--- src/logic/irq_expander_pkg.sv ---
// Constants and types shared by the interrupt expander files.
// Assumes a single 40 MHz clock domain and a synchronous active-high reset.
package irq_expander_pkg;
    // ==========================================================
    // Geometry
    localparam int unsigned SOURCES      = 96;
    localparam int unsigned GROUP_SIZE   = 8;
    localparam int unsigned GROUPS       = 12;
    localparam int unsigned SRC_IDX_W    = 7;
    localparam int unsigned SUB_IDX_W    = 3;
    localparam int unsigned VECTOR_W     = 22;
    // ==========================================================
    // Sources wired to peripherals on this device (low positions)
    localparam int unsigned USED_SOURCES = 43;
    localparam logic [SOURCES-1:0] USED_MASK =
        {{(SOURCES-USED_SOURCES){1'b0}}, {USED_SOURCES{1'b1}}};
    // ==========================================================
    // Vector fetch and context save takes this many cpu cycles
    localparam int unsigned FETCH_CYCLES = 8;
    localparam logic [3:0]  FETCH_LAST   = 4'(FETCH_CYCLES - 1);
    localparam logic [VECTOR_W-1:0] VECTOR_RESET = 22'h000000;
    // ==========================================================
    // Fetch sequencer states
    typedef enum logic [2:0] {
        ST_IDLE  = 3'b001,
        ST_FETCH = 3'b010,
        ST_DONE  = 3'b100
    } fetch_state_t;
endpackage

--- src/logic/irq_vector_ram.sv ---
// Vector RAM: one entry per interrupt source, software writable at any time.
// Assumes writes and reads on the same clock; read has one cycle latency.
`timescale 1ns/1ps
`default_nettype none
module irq_vector_ram #(
    parameter int unsigned DEPTH  = 96,
    parameter int unsigned AW     = 7,
    parameter int unsigned DW     = 22
) (
    input  wire logic          clk_in,     // Clock
    input  wire logic          we_in,      // Write strobe
    input  wire logic [AW-1:0] waddr_in,   // Write index
    input  wire logic [DW-1:0] wdata_in,   // Write data
    input  wire logic [AW-1:0] raddr_in,   // Read index
    output var  logic [DW-1:0] rdata_out   // Registered read data
);
    logic [DW-1:0] mem [DEPTH];

    always_ff @(posedge clk_in) begin
        if (we_in && (32'(waddr_in) < DEPTH)) begin
            mem[waddr_in] <= wdata_in;
        end
        rdata_out <= mem[raddr_in];
    end
endmodule // irq_vector_ram
`default_nettype wire

--- src/logic/peripheral_interrupt_expander.sv ---
// Interrupt expander: latches 96 sources, gates them, drives 12 cpu lines
// and delivers the vector of the winning source on acknowledge.
// Assumes peripheral requests are pulses or levels from the same clock.
//
// Summary of operation
// - Up to 96 peripheral requests are funnelled onto fewer cpu lines.
// - Sources form groups of eight, each group driving one of twelve lines.
// - Every source has its own vector in software-writable RAM.
// - On service the winner's vector is fetched, done in 8 clock cycles.
// - Each source has an enable; a disabled source never raises its line.
// - Only 43 positions are connected; the rest never request.
//
// Hazards and limits
// - Requests are sampled with no synchroniser, so every source must come
//   from logic on this clock; an asynchronous source needs its own pair
//   of flip-flops in front of this block.
// - A request that arrives in the very cycle its own flag is serviced is
//   kept: the set wins over the clear and the line rises again after the
//   fetch, so no event is lost to an unlucky acknowledge.
// - Acknowledges while a fetch runs are dropped silently; the cpu side
//   must wait for the vector pulse before it services the next line.
// - The vector RAM has no reset; software must fill every entry that it
//   enables before the first service, or the fetched vector is unknown.
// - Dropping an enable hides a pending request but does not clear it, so
//   the line comes back as soon as the enable returns.
// - The serviced line is held low for the whole fetch so that the cpu
//   cannot take the same group twice for one request.
// - A vector written during a fetch is seen by that fetch only if the
//   write lands before the last fetch cycle; later writes take effect
//   on the next service of that source.
// - Lines rise two edges after a request: one edge to latch the flag
//   and one to register the line, traded for a clean flip-flop output.
`timescale 1ns/1ps
`default_nettype none
module peripheral_interrupt_expander #(
    parameter int unsigned SOURCES  = irq_expander_pkg::SOURCES,
    parameter int unsigned GROUPS   = irq_expander_pkg::GROUPS,
    parameter int unsigned VECTOR_W = irq_expander_pkg::VECTOR_W
) (
    input  wire logic                ref_clk_in,     // 40 MHz clock
    input  wire logic                sys_rst_in,     // Sync reset, high
    input  wire logic [SOURCES-1:0]  periph_irq_in,  // Source requests
    input  wire logic [SOURCES-1:0]  src_enable_in,  // Per-source enable
    input  wire logic                vec_we_in,      // Vector write strobe
    input  wire logic [6:0]          vec_waddr_in,   // Vector write index
    input  wire logic [VECTOR_W-1:0] vec_wdata_in,   // Vector write data
    input  wire logic                cpu_ack_in,     // CPU services a line
    input  wire logic [3:0]          cpu_ack_line_in,// Line index 0..11
    output var  logic [GROUPS-1:0]   cpu_irq_out,    // Lines first..last
    output var  logic                vec_valid_out,  // Vector ready pulse
    output var  logic [VECTOR_W-1:0] vec_out,        // Fetched vector
    output var  logic [6:0]          vec_src_out,    // Winning source
    output var  logic                fetch_busy_out  // Fetch in progress
);
    localparam int unsigned GS = irq_expander_pkg::GROUP_SIZE;

    typedef struct packed {
        logic [SOURCES-1:0]             pend;
        logic [GROUPS-1:0]              irq;
        irq_expander_pkg::fetch_state_t st;
        logic [3:0]                     cnt;
        logic [6:0]                     src;
        logic                           vvalid;
        logic [VECTOR_W-1:0]            vec;
        logic                           busy;
    } state_t;

    state_t s_q;
    state_t s_d;
    logic [VECTOR_W-1:0] ram_rdata;
    logic [SOURCES-1:0]  live;
    logic [GROUPS-1:0]   grp_req;
    logic [2:0]          grp_win [GROUPS];
    logic                ack_ok;
    logic [SOURCES-1:0]  pend_set;

    // Lowest-numbered set bit of an 8-bit group
    function automatic logic [2:0] first_set(input logic [GS-1:0] v);
        logic [2:0] r;
        r = 3'h0;
        for (int i = GS - 1; i >= 0; i--) begin
            if (v[i]) begin
                r = 3'(i);
            end
        end
        return r;
    endfunction

    // Acknowledge counts only for a real line with an enabled pending
    // source behind it; anything else is ignored without a trace
    function automatic logic ack_valid(
        input logic              ack,
        input logic [3:0]        line,
        input logic [GROUPS-1:0] req
    );
        logic ok;
        ok = 1'b0;
        if (ack && (32'(line) < GROUPS)) begin
            ok = req[line];
        end
        return ok;
    endfunction

    // ==========================================================
    // Request capture
    // Unused positions are masked at the input so that they can never
    // latch a flag, whatever the peripheral side does with them
    genvar p;
    generate
        for (p = 0; p < SOURCES; p++) begin : g_src
            assign pend_set[p] = periph_irq_in[p]
                                 & irq_expander_pkg::USED_MASK[p];
        end
    endgenerate

    // ==========================================================
    // Request gating
    assign live = s_q.pend & src_enable_in
                  & irq_expander_pkg::USED_MASK;

    genvar g;
    generate
        for (g = 0; g < GROUPS; g++) begin : g_grp
            assign grp_req[g] = |live[g*GS +: GS];
            assign grp_win[g] = first_set(live[g*GS +: GS]);
        end
    endgenerate

    irq_vector_ram #(
        .DEPTH (SOURCES),
        .AW    (7),
        .DW    (VECTOR_W)
    ) u_ram (
        .clk_in    (ref_clk_in),
        .we_in     (vec_we_in),
        .waddr_in  (vec_waddr_in),
        .wdata_in  (vec_wdata_in),
        .raddr_in  (s_q.src),
        .rdata_out (ram_rdata)
    );

    // ==========================================================
    // Acknowledge decode
    assign ack_ok = ack_valid(cpu_ack_in, cpu_ack_line_in, grp_req);

    // ==========================================================
    // Next state
    always_comb begin
        logic [2:0]    sub;
        s_d = s_q;
        sub = 3'h0;
        s_d.vvalid = 1'b0;
        s_d.pend = s_q.pend | pend_set;
        unique case (s_q.st)
            irq_expander_pkg::ST_IDLE: begin
                if (ack_ok) begin
                    sub = grp_win[cpu_ack_line_in];
                    s_d.src = 7'({cpu_ack_line_in, sub});
                    // Clear only the serviced flag; a request on that
                    // same source in this cycle sets it again (set wins)
                    s_d.pend[{cpu_ack_line_in, sub}] =
                        pend_set[{cpu_ack_line_in, sub}];
                    s_d.cnt = 4'h0;
                    s_d.busy = 1'b1;
                    s_d.st = irq_expander_pkg::ST_FETCH;
                end
            end
            irq_expander_pkg::ST_FETCH: begin
                // Seven fetch cycles plus the done cycle keep busy up
                // for exactly the documented number of edges
                s_d.cnt = s_q.cnt + 4'h1;
                if (s_q.cnt == irq_expander_pkg::FETCH_LAST - 4'h1) begin
                    s_d.st = irq_expander_pkg::ST_DONE;
                end
            end
            irq_expander_pkg::ST_DONE: begin
                // RAM data for src has been stable for many cycles
                s_d.vec = ram_rdata;
                s_d.vvalid = 1'b1;
                s_d.busy = 1'b0;
                s_d.st = irq_expander_pkg::ST_IDLE;
            end
            default: begin
                s_d.st = irq_expander_pkg::ST_IDLE;
                s_d.busy = 1'b0;
            end
        endcase
        s_d.irq = grp_req;
        // A line being serviced is held low so it is not re-taken
        if (s_d.busy) begin
            s_d.irq[s_d.src[6:3]] = 1'b0;
        end
    end

    // ==========================================================
    // State register
    // The vector RAM is left out of reset on purpose: it is software's
    // table and clearing 96 words would cost a wide reset tree
    always_ff @(posedge ref_clk_in) begin
        if (sys_rst_in) begin
            s_q.pend   <= '0;
            s_q.irq    <= '0;
            s_q.st     <= irq_expander_pkg::ST_IDLE;
            s_q.cnt    <= 4'h0;
            s_q.src    <= 7'h00;
            s_q.vvalid <= 1'b0;
            s_q.vec    <= irq_expander_pkg::VECTOR_RESET;
            s_q.busy   <= 1'b0;
        end else begin
            s_q <= s_d;
        end
    end


    // ==========================================================
    // Outputs, all straight from the state register
    assign cpu_irq_out    = s_q.irq;
    assign vec_valid_out  = s_q.vvalid;
    assign vec_out        = s_q.vec;
    assign vec_src_out    = s_q.src;
    assign fetch_busy_out = s_q.busy;
endmodule // peripheral_interrupt_expander
`default_nettype wire

--- config.mk ---
export PLATFORM = sky130hd
export DESIGN_NAME = peripheral_interrupt_expander
export DESIGN_NICKNAME = d
export VERILOG_FILES = /design/src/logic/irq_expander_pkg.sv /design/src/logic/irq_vector_ram.sv /design/src/logic/peripheral_interrupt_expander.sv
export SDC_FILE = /design/constraint.sdc
export NUM_CORES = 2
export LEC_CHECK = 0
export BUFFER_PORTS_ARGS = -buffer_cell sky130_fd_sc_hd__buf_2
export CORE_UTILIZATION = 45
export DETAILED_ROUTE_END_ITERATION = 6
export GPL_ROUTABILITY_DRIVEN = 0
export SLEW_MARGIN = 10
export SYNTH_ARGS = -nofsm -noshare
export SYNTH_HDL_FRONTEND = slang
export SYNTH_SLANG_ARGS = --single-unit
--- constraint.sdc ---
create_clock -name ref_clk_in -period 4.01 [get_ports ref_clk_in]
set_input_delay 1.203 -clock ref_clk_in [delete_from_list [all_inputs] [get_ports ref_clk_in]]
set_output_delay 1.203 -clock ref_clk_in [all_outputs]
set_load 0.05 [all_outputs]
# Word-level counts from Yosys, hierarchy flattened
# Memories as Yosys holds them, arrays and structs flattened. A register that Yosys moved wholly into a read port is not among the register bits.
# Cells that the tools add are included.
# Widths: inputs -> output; s select.
[word_totals]
input_bits = 229
n_memories = 1
output_inout_bits = 43
latch_bits = 0
rom_bits = 0
elab_cells = 116
ramBits = 2112
ff_bits = 146
[mem_list]
columns = ["name", "words", "word_bits", "read_ports", "rd_clocked_by_memory_dff", "write_ports", "line", "text"]
rows = [
  ["u_ram.mem", 96, 22, 1, 1, 1, "irq_vector_ram.sv:17", "logic [DW-1:0] mem [DEPTH];"],
]
[classes]
eq_ne = 6
n_reduce_logical = 15
div = 0
bitwise = 6
multipliers = 0
mux = 69
shifts = 0
n_addsub = 1
order_cmp = 8
[ops]
columns = ["op", "count"]
rows = [
  ["$mux 96", 2],
  ["$mux 3", 43],
  ["$bwmux 96", 1],
  ["$or 96x43->96", 1],
  ["$and 43x43->43", 1],
  ["$reduce_or 8->1", 5],
  ["$mux 23", 1],
  ["$mux 14", 1],
  ["$and 6x12->12", 1],
  ["$bmux 3 s4", 1],
  ["$not 12->12", 1],
  ["$lt 4x5->1 const B", 2],
  ["$lt 7x8->1 const B", 1],
  ["$mux 1", 8],
  ["$pmux 4 s2", 1],
  ["$bmux 1 s7", 1],
  ["$demux 1 s7", 1],
  ["$ge 7x1->1 const B", 1],
  ["$lt 7x7->1 const B", 1],
  ["$mux 7", 1],
  ["$mux 2", 3],
  ["$mux 6", 1],
  ["$pmux 3 s2", 1],
  ["$reduce_and 2->1", 3],
  ["other kinds (18)", 22],
]

# Longest topological paths before layout
[logic_depth]
word_depth = 21
depth_mapped = 14
depth_no_buf = 10

# Cells and area by module
# A second synthesis with hierarchy kept.
[unflattened]
cells_unflattened = 4325
hier_area_um2 = 86503.0
[by_module_without_submodules]
columns = ["module", "area_per_inst_um2", "cells_per_inst", "seq_area_each_um2", "n_inst"]
rows = [
  ["irq_vector_ram", 81654.6, 3736, 63861.2, 1],
  ["peripheral_interrupt_expander", 4848.4, 589, 1741.7, 1],
]

# Worst setup path after synthesis
# OpenSTA, ideal clock, no wires.
[synth_timing]
kind = "input to register"
startpoint = "input port src_enable_in[30]"
endpoint = "register s_q[73] (netlist bit)"
setup_ps = 139
required_ps = 3871
n_path_buf = 1
slack_ps = 432
arrival_time_ps = 3438
path_stages = 11
path_cell_list = "nand2_1 > a32o_1 > a31oi_1 > o221ai_2 > a22oi_4 > mux2_4 > o221a_1 > a311o_2 > o221ai_4 > buf_6 > a31oi_1"
[synth_via]
elab_chain_cells = 18
elab_cells_between_ends = 25
cone_classes = "order compare (2); mux (20); bitwise (1); reduce/logical (2)"
[synth_lines]
columns = ["item", "line", "text"]
rows = [
  ["start, declared", "peripheral_interrupt_expander.sv:43", "input wire logic [SOURCES-1:0] src_enable_in,"],
  ["$and 43x43->43 *", "peripheral_interrupt_expander.sv:118", "assign live = s_q.pend & src_enable_in"],
  ["$mux 3 (7 in series)", "peripheral_interrupt_expander.sv:82", "if (v[i]) begin"],
  ["$bmux 3 s4", "peripheral_interrupt_expander.sv:157", "sub = grp_win[cpu_ack_line_in];"],
  ["$mux 3 (implied by the code) (2 in series)", "peripheral_interrupt_expander.sv:157", ""],
  ["$lt 7x8->1 (implied by the code) or $ge 7x1->1 (tied branches)", "peripheral_interrupt_expander.sv:161", "s_d.pend[{cpu_ack_line_in, sub}] ="],
  ["$logic_and 1x1->1 (implied by the code)", "peripheral_interrupt_expander.sv:161", ""],
  ["$mux 1 (implied by the code)", "peripheral_interrupt_expander.sv:161", ""],
  ["$demux 1 s7", "-", ""],
  ["$bwmux 96", "peripheral_interrupt_expander.sv:161", ""],
  ["$mux 96 *", "peripheral_interrupt_expander.sv:156", "if (ack_ok) begin"],
  ["$mux 96 *", "peripheral_interrupt_expander.sv:154", "unique case (s_q.st)"],
  ["end, declared", "peripheral_interrupt_expander.sv:68", "state_t s_q;"],
]
# Every way passes the cells marked *; elsewhere a longest branch is shown, timed or not. The select of a mux whose other input is x is not followed.
# A chain may end at the register's enable or synchronous reset.

# Worst setup path in the final report
[layout_timing]
startpoint = "register s_q, in the netlist vec_src_out[1]"
endpoint = "output port vec_src_out[1]"
[layout_lines]
columns = ["item", "line", "text"]
rows = [
  ["end, declared", "peripheral_interrupt_expander.sv:52", "output var logic [6:0] vec_src_out,"],
]
# No word-level cell between the ends.

==> results by stage <==
Clock tree:
- Counting every sink on the clock net gives 2221.
- TritonCTS built the clock tree.
- The number of clock buffers added by TritonCTS is 219.
- Clock-pin slew was measured on the worst setup and hold paths at 0.06 ns.
- The master cell of the clock root buffer is clkbuf_16.
- The number of hold buffers added after CTS was 0.
- After clock tree synthesis, the setup repair step added 0 buffers.
- Post-CTS repair changed the size of 0 cells.
- The clock tree buffer depth is 3.
- The H-tree was split into 4 levels.
- The clock latency on the worst-skew pair is 0.86 ns.

Power and ir drop:
- Overall power consumption after layout is estimated at 49100 uW.
- The sequential group share of total power is 0.522.
- Dividing total power by cell area gives a power density of 498 nW/um2.
- Of the total power, the share spent switching nets is 0.219.
- The share of total power dissipated in combinational logic is 0.066.
- The design internal power is 38400 uW.
- The leakage power of the design is 0.0302 uW.
- The net switching power figure is 10800 uW.
- The peak supply drop is 0.470 mV.
- Of the total power, the clock network draws 0.413.

STA:
- The share of the cycle needed by the critical path after routing is 0.866.
- For the pin with the worst max-slew slack, the measured transition is 1.26 ns.
- In this run the tightest slew margin relative to its limit is 0.151.
- The clock period minus final worst setup slack is 3.47 ns.
- The number of pins exceeding their max-slew limit in the final report was 0.
- The final number of hold-violating endpoints was 0.
- Setup slack on the critical path of the routed design comes to 0.536 ns.
- The number of setup violations in the final report is 0.
- Setup repair after global routing left no endpoint under its margin.
- The post-route clock skew is 0.0489 ns.
- The peak clock frequency supported by timing is 288 MHz.

Die:
- Row generation in the floorplan step produced 159 rows.
- The die footprint is 192000 um2.
- Measured along the y axis, the die boundary spans 439 um.
- The area of the core is 189000 um2.
- The number of primary I/O pins is 272.
- The die boundary width is 439 um.
- The initial core utilization is 0.455.

Synthesis:
- The Yosys step of the flow raised 0 warnings.
- Synthesis instantiated 79 different standard cells from the library.
- Counting flops and latches in the post-synthesis netlist gives 2221.
- The proportion of netlist area held by the largest area contributor is 0.739.
- The cell count after synthesis came out at 3768.
- Yosys attributes the largest share of cell area to edfxtp_1 74%, mux4_2 18%, dfxtp_1 2.5%.
- Of all flip-flops after synthesis, the portion carrying an async set or reset was 0.
- The area of the mapped netlist is 85800 um2.
- The cell taking the most area after synthesis is edfxtp_1.
- In this run, synthesis inferred 2112 flip-flops with an integrated enable.
- The mean instance size in the synthesized netlist is 22.8 um2.
- For this run, the leading register cell type out of synthesis is edfxtp_1.
- The portion of the post-synthesis area used by sequential elements is 0.765.

Worst setup path:
- The worst-path cell with the longest stage delay is dfxtp_4.
- Across all register-to-register paths, the minimum setup slack is 0.64 ns.
- Data on the critical path arrives at its endpoint at 2.27 ns.
- The cell depth of the worst flop-to-flop path is 7.
- The peak per-stage delay on the critical path is 0.70 ns.
- In this run the worst path has a maximum fanout of 20.
- The source of the worst register-to-register timing path is vec_src_out[0].
- The kind of capture point of the worst setup path is a primary output.
- The kind of critical path is flop to primary output.
- The end of the worst register-to-register path is u_ram.rdata_out[14].
- The worst endpoint required time is 2.81 ns.
- The worst setup path is launched from a flop.
- Walking the worst path, the cells encountered are buf_4 -> buf_2.

Finish:
- The number of inserted filler cells in the final layout is 14593.
- The net count of the finished layout is 4420.
- The library cells used most frequently in the layout, excluding fill and tap cells, are 2112 x edfxtp_1, 682 x mux4_2, 258 x buf_4.
- The core utilization of the finished layout is 0.523.
- The most common cell after layout, fill and taps aside is edfxtp_1.
- The fraction of layout cells with a size suffix above 1 is 0.358.
- From synthesis to final layout, the design area changed by 14.9%.

Hold path:
- The worst hold path was traced through 2 stages.
- The launch instance of the worst min-delay path is u_ram.rdata_out[17].
- For hold timing, the worst endpoint is vec_out[17].
- The class of the tightest hold or removal check is flop to flop.

Detailed routing:
- In the final routed layout, each cell accounts on average for 31.5 um.
- Using the TritonRoute via totals, the vias-per-cell ratio works out to 5.96.
- The wire length after detailed routing is 217000 um.
- The detailed-route via count is 41054.
- The first detailed-routing pass took 5 iterations.
- The total DRC errors in the routed layout is 0.
- In this run, the number of DRC markers left after iteration 0 of detailed routing was 4733.
- The remaining antenna violation count after routing is 0.

Outcome:
- The flow ran to the end, and the final reports show no timing, DRC or antenna violations.

Global route:
- The number of global-route vias before repair came to 41487.
- The first-pass GRT wire length is 307000 um.
- Entering global routing, the biggest net connects 97 pins.
- The initial antenna violation count is 22.
- For this run the aggregate overflow at the end of global routing stands at 0.
- The global router's overall resource usage is 0.226.

Place:
- The half-perimeter wire length of the detailed placement result is 121000 um.
- The number of I/O port buffers is 159.
- The pre-CTS setup slack is -0.132 ns.

Flow run:
- Across the run, the number of max-cap violations was 0.
-- critical path, delay by kind of cell, from the launching register on --
kind                   cells  cell delay [ns]
flip-flops                 1             0.70
buffers and inverters      2             0.75
-- power by group through the flow --
stage / sequential, uW / combinational, uW / clock, uW
after global placement: 26100 / 3210 / 0
after CTS: 25600 / 3260 / 20600
after detailed placement: 26100 / 3250 / 0
final: 25600 / 3220 / 20300
after global routing: 25600 / 3390 / 21500
after floorplan: 26100 / 1800 / 0
-- final cells by class --
class | instances | area, um2 | area share
flip-flops and latches | 2221 | 65600 | 0.666
multi-input cells | 1310 | 19400 | 0.196
clock buffers | 270 | 5750 | 0.0584
repair buffers | 432 | 3320 | 0.0337
well taps | 2495 | 3120 | 0.0317
clock inverters | 144 | 1370 | 0.0139
diodes | 17 | 42.5 | 0.000431
inverters | 5 | 21.3 | 0.000216
-- metal layers --
layer	track usage	up-vias	routed length, um
li1	-	16867	-
met1	0.317	22312	89200
met2	0.370	1578	107000
met3	0.0361	295	15200
met4	0.0604	2	6010
met5	0	-	8
-- registers in the layout, summed over array words and instances (netlist names) --
signal / count
s_q: 50
vec_out: 22
fetch_busy_out: 1
vec_src_out: 7
vec_valid_out: 1
u_ram.rdata_out: 22
cpu_irq_out: 6
u_ram.mem: 2112
-- how the worst max path moves through the flow --
| stage | from | endpoint | slack (ns) | cells past startpoint |
|---|---|---|---|---|
| after floorplan | src_enable_in[30] | s_q[73] | 0.43 | 11 |
| after CTS | vec_src_out[1] | vec_src_out[1] | 0.46 | 2 |
| after global routing | vec_src_out[1] | vec_src_out[1] | 0.46 | 2 |
| after global placement | src_enable_in[25] | s_q[89] | -0.06 | 9 |
| after detailed placement | src_enable_in[25] | s_q[89] | -0.13 | 9 |
| final | vec_src_out[1] | vec_src_out[1] | 0.54 | 2 |
-- synthesized netlist by cell type (all sizes together) (8+ instances only) --
library cell  count
edfxtp         2112
mux4            682
nor2            179
buf             132
dfxtp           109
clkbuf          105
nand2           101
a21oi            59
mux2i            30
a211oi           27
a31oi            27
o21bai           23
a22oi            18
nand2b           18
nand3            17
o21ai            14
a22o             10
mux2             10
nor2b            10
nor3             10
o211ai            8
-- per-stage QoR --
step	instances	instance area (um2)	TNS, ns	hold WS [ns]
CTS	6877	98600	0	0.438
detailed placement	6463	91400	-1.42	0.429
floorplan	3773	85800	0	0.417
global route	6882	98600	0	0.459
global placement	6463	91400	-0.660	0.427
finish	6894	98600	0	0.437
-- cells by family after synthesis --
logic type,synth area share
buf+inv,0.0140
mux,0.184
simple gates,0.0189
flops,0.765
other cells,0.0000437
fa+ha+maj,0.000292
compound gates,0.0183
(Power assumes the default switching activity.)
